==> src/core/mpl_pkg.sv <==
package mpl_pkg;
   // ----------------------------------------------------------------
   // Widths
   // ----------------------------------------------------------------
   localparam int ADDR_W = 22;
   localparam int BASE_ADDR_W = 18;
   localparam int EXT_ADDR_W = 4;
   localparam int BYTE_W = 8;
   localparam int MODE_W = 3;
   localparam int PHASE_W = 3;

   // ----------------------------------------------------------------
   // Mode pin codes, pins two, one, zero
   // ----------------------------------------------------------------
   localparam logic [MODE_W-1:0] MODE_UP = 3'h4;
   localparam logic [MODE_W-1:0] MODE_DOWN = 3'h6;

   // ----------------------------------------------------------------
   // Start addresses and steps
   // ----------------------------------------------------------------
   localparam logic [ADDR_W-1:0] ADDR_UP_START = 22'h000000;
   localparam logic [ADDR_W-1:0] ADDR_DOWN_START = 22'h03ffff;
   localparam logic [ADDR_W-1:0] ADDR_STEP = 22'h000001;

   // ----------------------------------------------------------------
   // Byte phases on the configuration clock
   // ----------------------------------------------------------------
   localparam logic [PHASE_W-1:0] PHASE_CAPTURE = 3'h0;
   localparam logic [PHASE_W-1:0] PHASE_STEP = 3'h1;
   localparam logic [PHASE_W-1:0] PHASE_LSB = 3'h2;

   // ----------------------------------------------------------------
   // Timing
   // ----------------------------------------------------------------
   localparam int SYS_CLK_PERIOD_NS = 25;
   localparam int CFG_CLK_PERIOD_NS = 200;
   localparam int MIN_HALF_CYC = 4;

   typedef enum logic [1:0] {
      MPL_IDLE = 2'b00,
      MPL_RUN = 2'b01,
      MPL_DONE = 2'b11
   } mpl_state_e;
endpackage : mpl_pkg

==> src/core/mpl_loader.sv <==
`timescale 1ns/1ps
// Overview of operation
// - While loading, the block drives the memory address and takes the eight data bits on the rising configuration clock edge just before the address steps.
// - Every captured byte is serialised and sent out on the chain output so that preamble and surplus data reach the next device.
// - The rising edge that captures a byte also steps the memory address in that same cycle.
// - Bit zero of a captured byte appears on the chain output at the falling edge one and a half clock periods after the capturing rising edge.
// - While loading, the chain output changes only on falling configuration clock edges; the next device samples it on the next rising edge, lowest bit first.
// - Mode pins 100 select upward loading, starting at address 00000 and counting up after each byte.
// - Mode pins 110 select downward loading, starting at address 3ffff and counting down after each byte.
// - The four extended address lines are left undriven by default, giving plain 18-bit addressing.
// - The extended address lines are driven only once the bitstream setting asks for all 22 address lines.
// - During configuration the init status pin is open-drain: it is only ever pulled low, never driven high.
module mpl_loader
   import mpl_pkg::*;
#(
   parameter int CFG_PERIOD_NS = CFG_CLK_PERIOD_NS
) (
   // Clock and reset
   input wire logic i_clk,
   input wire logic i_resetn,
   // Sequencing from the configuration logic
   input wire logic i_start,
   input wire logic i_stop,
   input wire logic i_wide_addressing_option,
   input wire logic i_mem_clear,
   input wire logic i_cfg_error,
   // Mode pins
   input wire logic i_mode_pin_two,
   input wire logic i_mode_pin_one,
   input wire logic i_mode_pin_zero,
   // Memory interface
   input wire logic [BYTE_W-1:0] i_prom_data,
   output logic [BASE_ADDR_W-1:0] o_prom_addr,
   output logic o_prom_addr_oe_n,
   output logic [EXT_ADDR_W-1:0] o_extended_address_lines,
   output logic o_ext_addr_oe_n,
   // Chain side
   output logic o_config_clock,
   output logic o_chain_out,
   // Init status pin, open drain
   output logic o_init_o,
   output logic o_init_oe_n,
   // Status
   output logic o_busy
);

   // ----------------------------------------------------------------
   // Derived timing
   // ----------------------------------------------------------------
   // Half period rounds down so the clock never runs slower than set
   localparam int HALF_CYC = CFG_PERIOD_NS / (2 * SYS_CLK_PERIOD_NS);
   localparam int DIV_W = $clog2(HALF_CYC + 1);
   localparam logic [DIV_W-1:0] DIV_LAST = DIV_W'(HALF_CYC - 1);
   localparam logic [DIV_W-1:0] DIV_ZERO = '0;
   localparam int LSB_DLY = 3 * HALF_CYC + 1;

   // Two synchroniser stages plus memory settle must fit in a half period
   if (HALF_CYC < MIN_HALF_CYC) begin : g_bad_period
      $error("Configuration clock period too short for this system clock");
   end

   mpl_state_e state_r;
   logic [1:0][BYTE_W-1:0] data_sync_r;
   logic [1:0][MODE_W-1:0] mode_sync_r;
   logic [BYTE_W-1:0] data_s;
   logic [MODE_W-1:0] mode_s;
   logic [DIV_W-1:0] div_r;
   logic config_clock_r;
   logic tick;
   logic rise_en;
   logic fall_en;
   logic [PHASE_W-1:0] phase_r;
   logic down_r;
   logic wide_r;
   logic [ADDR_W-1:0] addr_r;
   logic [BYTE_W-1:0] cap_r;
   logic [BYTE_W-1:0] shift_r;
   logic loaded_r;
   logic chain_r;
   logic ext_oe_n_r;
   logic base_oe_n_r;
   logic init_oe_n_r;
   logic start_ok;
   logic capture_now;
   logic capture_n_ok;

   // ----------------------------------------------------------------
   // Pin synchronisers
   // ----------------------------------------------------------------
   always_ff @(posedge i_clk) begin
      if (!i_resetn) begin
         data_sync_r <= '0;
         mode_sync_r <= '0;
      end else begin
         data_sync_r[0] <= i_prom_data;
         data_sync_r[1] <= data_sync_r[0];
         mode_sync_r[0] <= {i_mode_pin_two, i_mode_pin_one, i_mode_pin_zero};
         mode_sync_r[1] <= mode_sync_r[0];
      end
   end

   assign data_s = data_sync_r[1];
   assign mode_s = mode_sync_r[1];
   assign start_ok = i_start && (state_r != MPL_RUN) && ((mode_s == MODE_UP) || (mode_s == MODE_DOWN));

   // ----------------------------------------------------------------
   // Sequencer
   // ----------------------------------------------------------------
   always_ff @(posedge i_clk) begin
      if (!i_resetn) begin
         state_r <= MPL_IDLE;
      end else begin
         case (state_r)
            MPL_IDLE: begin
               if (start_ok) begin
                  state_r <= MPL_RUN;
               end
            end
            MPL_RUN: begin
               if (i_stop) begin
                  state_r <= MPL_DONE;
               end
            end
            MPL_DONE: begin
               if (start_ok) begin
                  state_r <= MPL_RUN;
               end
            end
            default: begin
               state_r <= MPL_IDLE;
            end
         endcase
      end
   end

   // ----------------------------------------------------------------
   // Configuration clock divider
   // ----------------------------------------------------------------
   assign tick = (state_r == MPL_RUN) && (div_r == DIV_LAST);
   assign rise_en = tick && !config_clock_r;
   assign fall_en = tick && config_clock_r;

   always_ff @(posedge i_clk) begin
      if (!i_resetn) begin
         div_r <= DIV_ZERO;
         config_clock_r <= 1'b0;
      end else if (state_r != MPL_RUN || start_ok) begin
         // Clock parks low outside a load
         div_r <= DIV_ZERO;
         config_clock_r <= 1'b0;
      end else if (tick) begin
         div_r <= DIV_ZERO;
         config_clock_r <= !config_clock_r;
      end else begin
         div_r <= div_r + DIV_W'(1);
      end
   end

   // ----------------------------------------------------------------
   // Byte phase and address
   // ----------------------------------------------------------------
   assign capture_now = rise_en && (phase_r == PHASE_CAPTURE);
   assign capture_n_ok = capture_now && !start_ok;

   always_ff @(posedge i_clk) begin
      if (!i_resetn) begin
         phase_r <= PHASE_CAPTURE;
         down_r <= 1'b0;
         wide_r <= 1'b0;
         addr_r <= ADDR_UP_START;
         cap_r <= '0;
      end else if (start_ok) begin
         phase_r <= PHASE_CAPTURE;
         wide_r <= 1'b0;
         if (mode_s == MODE_DOWN) begin
            down_r <= 1'b1;
            addr_r <= ADDR_DOWN_START;
         end else begin
            down_r <= 1'b0;
            addr_r <= ADDR_UP_START;
         end
      end else begin
         // Setting arrives from the bitstream part way through a load
         if (state_r == MPL_RUN && i_wide_addressing_option) begin
            wide_r <= 1'b1;
         end
         if (rise_en) begin
            phase_r <= phase_r + PHASE_W'(1);
         end
         if (capture_now) begin
            cap_r <= data_s;
            addr_r <= down_r ? addr_r - ADDR_STEP : addr_r + ADDR_STEP;
         end
      end
   end

   // ----------------------------------------------------------------
   // Serialiser
   // ----------------------------------------------------------------
   // Shift register reloads on its own falling edge, so the next capture
   // into cap_r never disturbs the bits still going out
   always_ff @(posedge i_clk) begin
      if (!i_resetn) begin
         shift_r <= '1;
         loaded_r <= 1'b0;
         chain_r <= 1'b1;
      end else if (state_r != MPL_RUN || start_ok) begin
         shift_r <= '1;
         loaded_r <= 1'b0;
         chain_r <= 1'b1;
      end else if (fall_en) begin
         if (phase_r == PHASE_LSB) begin
            chain_r <= cap_r[0];
            shift_r <= {1'b1, cap_r[BYTE_W-1:1]};
            loaded_r <= 1'b1;
         end else if (loaded_r) begin
            chain_r <= shift_r[0];
            shift_r <= {1'b1, shift_r[BYTE_W-1:1]};
         end
      end
   end

   // ----------------------------------------------------------------
   // Pin drivers
   // ----------------------------------------------------------------
   always_ff @(posedge i_clk) begin
      if (!i_resetn) begin
         ext_oe_n_r <= 1'b1;
         base_oe_n_r <= 1'b1;
      end else begin
         base_oe_n_r <= !(state_r == MPL_RUN);
         // Undriven lines rest on pull-ups; upward loads need board pull-downs
         ext_oe_n_r <= !(state_r == MPL_RUN && wide_r);
      end
   end

   always_ff @(posedge i_clk) begin
      if (!i_resetn) begin
         init_oe_n_r <= 1'b1;
      end else begin
         init_oe_n_r <= !((state_r != MPL_DONE) && (i_mem_clear || i_cfg_error));
      end
   end

   assign o_prom_addr = addr_r[BASE_ADDR_W-1:0];
   assign o_extended_address_lines = addr_r[ADDR_W-1:BASE_ADDR_W];
   assign o_prom_addr_oe_n = base_oe_n_r;
   assign o_ext_addr_oe_n = ext_oe_n_r;
   assign o_config_clock = config_clock_r;
   assign o_chain_out = chain_r;
   assign o_init_o = 1'b0;
   assign o_init_oe_n = init_oe_n_r;
   assign o_busy = (state_r == MPL_RUN);

   // Counts the cycles from a capture to the fall that must show bit zero,
   // since the wait is too long to unroll as a repetition
   localparam int LSB_W = $clog2(LSB_DLY + 1);
   localparam logic [LSB_W-1:0] LSB_LAST = LSB_W'(LSB_DLY);
   logic [LSB_W-1:0] lsb_wait_r;
   logic lsb_bit_r;

   always_ff @(posedge i_clk) begin
      if (!i_resetn || state_r != MPL_RUN) begin
         lsb_wait_r <= '0;
         lsb_bit_r <= 1'b0;
      end else if (capture_now) begin
         lsb_wait_r <= LSB_W'(1);
         lsb_bit_r <= data_s[0];
      end else if (lsb_wait_r != '0 && lsb_wait_r != LSB_LAST) begin
         lsb_wait_r <= lsb_wait_r + LSB_W'(1);
      end else begin
         lsb_wait_r <= '0;
      end
   end
endmodule : mpl_loader

==> config.mk <==
export PLATFORM = sky130hd
export DESIGN_NAME = mpl_loader
export DESIGN_NICKNAME = d
export VERILOG_FILES = /design/src/core/mpl_pkg.sv /design/src/core/mpl_loader.sv
export SDC_FILE = /design/constraint.sdc
export NUM_CORES = 1
export LEC_CHECK = 0
export ABC_AREA = 1
export BUFFER_PORTS_ARGS = -buffer_cell sky130_fd_sc_hd__buf_2
export CORE_UTILIZATION = 50
export DETAILED_ROUTE_END_ITERATION = 10
export PLACE_DENSITY = 0.7
export SLEW_MARGIN = 20
export SYNTH_ARGS = -nofsm -noshare
export SYNTH_HDL_FRONTEND = slang
export SYNTH_SLANG_ARGS = --single-unit
==> constraint.sdc <==
create_clock -name i_clk -period 5.45 [get_ports i_clk]
set_clock_uncertainty 0.15 [all_clocks]
set_input_delay 0.2725 -clock i_clk [delete_from_list [all_inputs] [get_ports i_clk]]
set_output_delay 0.2725 -clock i_clk [all_outputs]
set_load 0.05 [all_outputs]
==> summary.txt <==
Clock tree
  • Post-CTS Resized: 0
  • Clk slew on worst S/H paths: 0.09 ns
  • Post-CTS setup buffers: 0
  • H-tree levels: 3
  • CTS sink count: 75
  • Clk Latency, worst-skew pair: 0.35 ns
  • CTS tree: built
  • Root Driver: clkbuf_8
  • Clock buffer depth: 2
  • Cts bufs inserted: 9

Timing
  • Fin. max-slew vios: 0
  • Crit path time final: 2.65 ns
  • Pin slew with the least headroom to its limit: 0.947 ns
  • Final hold vios: 0
  • Final WS setup: 2.80 ns
  • Period utilization: 0.487
  • RSZ-0062 raised after global routing: false
  • Max frequency: 377 MHz
  • Slew HR: 0.368
  • Setup Viol. Count Final: 0
  • TNS Setup: 0 ns

Setup path
  • Bufs and invs on worst path: 0
  • CP Data Required Time: 5.60 ns
  • Worst path slowest cell: dfxtp_1
  • Setup crit end kind: flop
  • Worst-path cell chain: ha_1 > or2_2 > nand3_1 > nand2_1 > nand3_1 > nand2_1 > nand2_1 > nand3_1 > a21oi_2
  • Setup crit start kind: flop
  • Worst path arrival time: 2.80 ns
  • Delay-heaviest family, CP: flip-flops
  • CP Class: flop to flop
  • Crit-path max cell delay: 0.95 ns
  • Peak fanout along the critical path: 23

Cells and area
  • Fraction of layout cells with a size suffix above 1: 0.125
  • Fin util: 0.592
  • Net count of the finished layout: 729
  • Synth-to-layout area growth: 14.7%
  • Diodes inserted: 0

Yosys
  • Seq cells post-synth: 75
  • Post-synthesis net count: 673
  • Synth cell types: 39
  • Post-synthesis sequential area ratio: 0.354
  • Mapped cell area: 4240 um2
  • Syn avg cell area: 6.79 um2
  • Synth Warn #: 0
  • Synth Instances: 625

Route
  • Via Count: 3,900
  • Detailed Route WL: 9420 um
  • Vias per cell: 4.93
  • DRC: 0
  • Starting DRT DRC Count: 223
  • Routed len/inst: 11.9 um
  • Post-DRT Antenna Nets: 0
  • First-pass DRT Iterations: 4

Pwr
  • Leak pwr: 2.65 nW
  • P_sw: 0.366 mW
  • PwrDens: 258 nW/um2
  • Seq pwr share: 0.467
  • Clock power share: 0.400
  • Int Pwr: 0.889 mW
  • Max VDD drop: 0.184 mV
  • Switching Share: 0.291
  • Power, Total: 1.26 mW
  • Logic pwr share: 0.133

Placed design
  • Final GP Congestion: 0.921
  • Buffers on Ports: 45
  • Final HPWL DP: 6860 um
  • Dpl ws: 2.81 ns

Status
  • Result of the run: complete, no violations

GRT
  • GRT Total Usage: 0.224
  • First-pass GRT wire length: 15,600 um
  • Pin count of the biggest net entering global routing: 55
  • Vias in the first global route: 3,401
  • Initial antenna violation count: 0
  • Total grt overflow: 0

Floorplan
  • Row count: 33
  • Die width: 94.1 um
  • Core ar.: 8220 um2
  • Die Ht: 94.1 um
  • Die area: 8860 um2
  • Initial Util: 0.516
  • Num ports: 47

Flow run
  • Max-cap violations: 0

Min path
  • Hold Crit Class: input port to flop
==> stage by stage <==
stage,hold WS [ns],cell area [um2],std cells
after floorplan,0.218,4240,625
final,0.0435,4870,791
after CTS,0.0187,4870,791
after global placement,0.222,4510,762
after detailed placement,0.229,4510,762
after global routing,0.0618,4870,791
==> registers in the layout, indices dropped and copies added, names as in the netlist <==
register          cells
down_r                1
data_s                8
shift_r               7
loaded_r              1
o_init_oe_n           1
cap_r                 8
o_chain_out           1
state_r               2
phase_r               3
mode_s                3
addr_r               22
o_config_clock        1
data_sync_r           8
mode_sync_r           3
div_r                 3
wide_r                1
o_ext_addr_oe_n       1
o_prom_addr_oe_n      1
==> cell usage in the layout, fill, tap and decap left out, types with 5 or more instances in the layout <==
master | synthesis | routed
nand3_1 | 28 | 28
nor2_1 | 69 | 69
a21oi_1 | 36 | 36
ha_1 | 29 | 29
buf_2 | 2 | 45
nand3b_1 | 7 | 7
o311ai_0 | 5 | 5
clkbuf_8 | 0 | 9
inv_1 | 99 | 99
dfxtp_1 | 75 | 75
nand2_1 | 185 | 185
nand4_1 | 5 | 5
a21oi_2 | 10 | 10
dlygate4sd3_1 | 0 | 13
o21ai_0 | 34 | 34
==> final timing paths <==
| path | start | cells past startpoint | to | slack [ns] |
|---|---|---|---|---|
| min reg2reg | data_sync_r[0]$_SDFF_PN0_ | 2 | data_s[0]$_SDFF_PN0_ | 0.26 |
| max | down_r$_SDFFE_PN0P_ | 9 | addr_r[13]$_SDFFE_PN0P_ | 2.80 |
| min | i_wide_addressing_option | 3 | wide_r$_SDFFE_PP0P_ | 0.04 |
| max reg2reg | down_r$_SDFFE_PN0P_ | 9 | addr_r[13]$_SDFFE_PN0P_ | 2.80 |
==> kinds of logic after synthesis <==
group           after synthesis  synth area share
buf+inv                     118             0.119
flops                        75             0.354
fa+ha+maj                    30            0.0902
xor+xnor                      3           0.00619
compound gates               93             0.127
simple gates                305             0.303
other cells                   1          0.000884
==> metal layers <==
metal,vias to the layer above,wire length (um),global-route usage
met1,1739,4960,0.321
met2,76,3930,0.339
met4,0,106,0.0628
met3,10,425,0.0437
met5,-,0,0
li1,2075,-,-
==> Yosys cell counts <==
library cell / number / share of area
nor2_4: 1 / 0.0027
nand3b_1: 7 / 0.012
nand3_1: 28 / 0.033
nand2_2: 2 / 0.0029
fa_1: 1 / 0.0047
a21oi_1: 36 / 0.042
nor2_1: 69 / 0.061
clkinv_4: 2 / 0.0041
inv_1: 99 / 0.088
ha_1: 29 / 0.086
o31ai_1: 2 / 0.0035
xor2_1: 3 / 0.0062
and3_4: 1 / 0.0027
o311ai_0: 5 / 0.010
o21ai_1: 2 / 0.0024
o211a_1: 1 / 0.0024
conb_1: 1 / 0.00088
nand2_1: 185 / 0.16
buf_4: 2 / 0.0035
clkbuf_1: 6 / 0.0053
nor3_1: 2 / 0.0024
buf_12: 1 / 0.0047
nand2_4: 1 / 0.0027
a211oi_1: 1 / 0.0018
nor2_8: 1 / 0.0047
o21ai_0: 34 / 0.040
buf_8: 1 / 0.0035
o21ai_2: 1 / 0.0021
inv_2: 3 / 0.0027
or2_2: 1 / 0.0015
dfxtp_1: 75 / 0.35
nand4_1: 5 / 0.0074
inv_8: 1 / 0.0027
buf_6: 1 / 0.0027
nand3_4: 1 / 0.0041
buf_2: 2 / 0.0024
o22ai_1: 1 / 0.0015
a21oi_2: 10 / 0.021
and2_1: 1 / 0.0015
==> final cells by class <==
class | instances | area [um2]
Fill cell | 792 | 3350
Timing Repair Buffer | 58 | 355
Multi-Input combinational cell | 432 | 2240
Clock inverter | 7 | 106
Clock buffer | 9 | 124
Inverter | 105 | 412
Sequential cell | 75 | 1500
Tap cell | 105 | 131
==> power by group through the flow <==
stage | logic (mW) | clock network [mW] | registers (mW)
global placement | 0.156 | 0 | 0.597
global route | 0.184 | 0.537 | 0.590
detailed placement | 0.159 | 0 | 0.599
floorplan | 0.0934 | 0 | 0.627
CTS | 0.167 | 0.510 | 0.586
finish | 0.167 | 0.502 | 0.586
==> worst reg2reg max path: stages, from the launching register on <==
cell     delay (ns)
dfxtp_1        0.95
ha_1           0.45
or2_2          0.32
nand3_1        0.09
nand2_1        0.12
nand3_1        0.18
nand2_1        0.08
nand2_1        0.06
nand3_1        0.08
a21oi_2        0.12
==> what timing repair did <==
| item | in CTS | in global routing |
|---|---|---|
| hold buffers | 13 | 0 |
| endpoints found under the hold margin | 12 | 0 |
| endpoints found under the setup margin | 0 | 0 |
(Power assumes the default switching activity.)
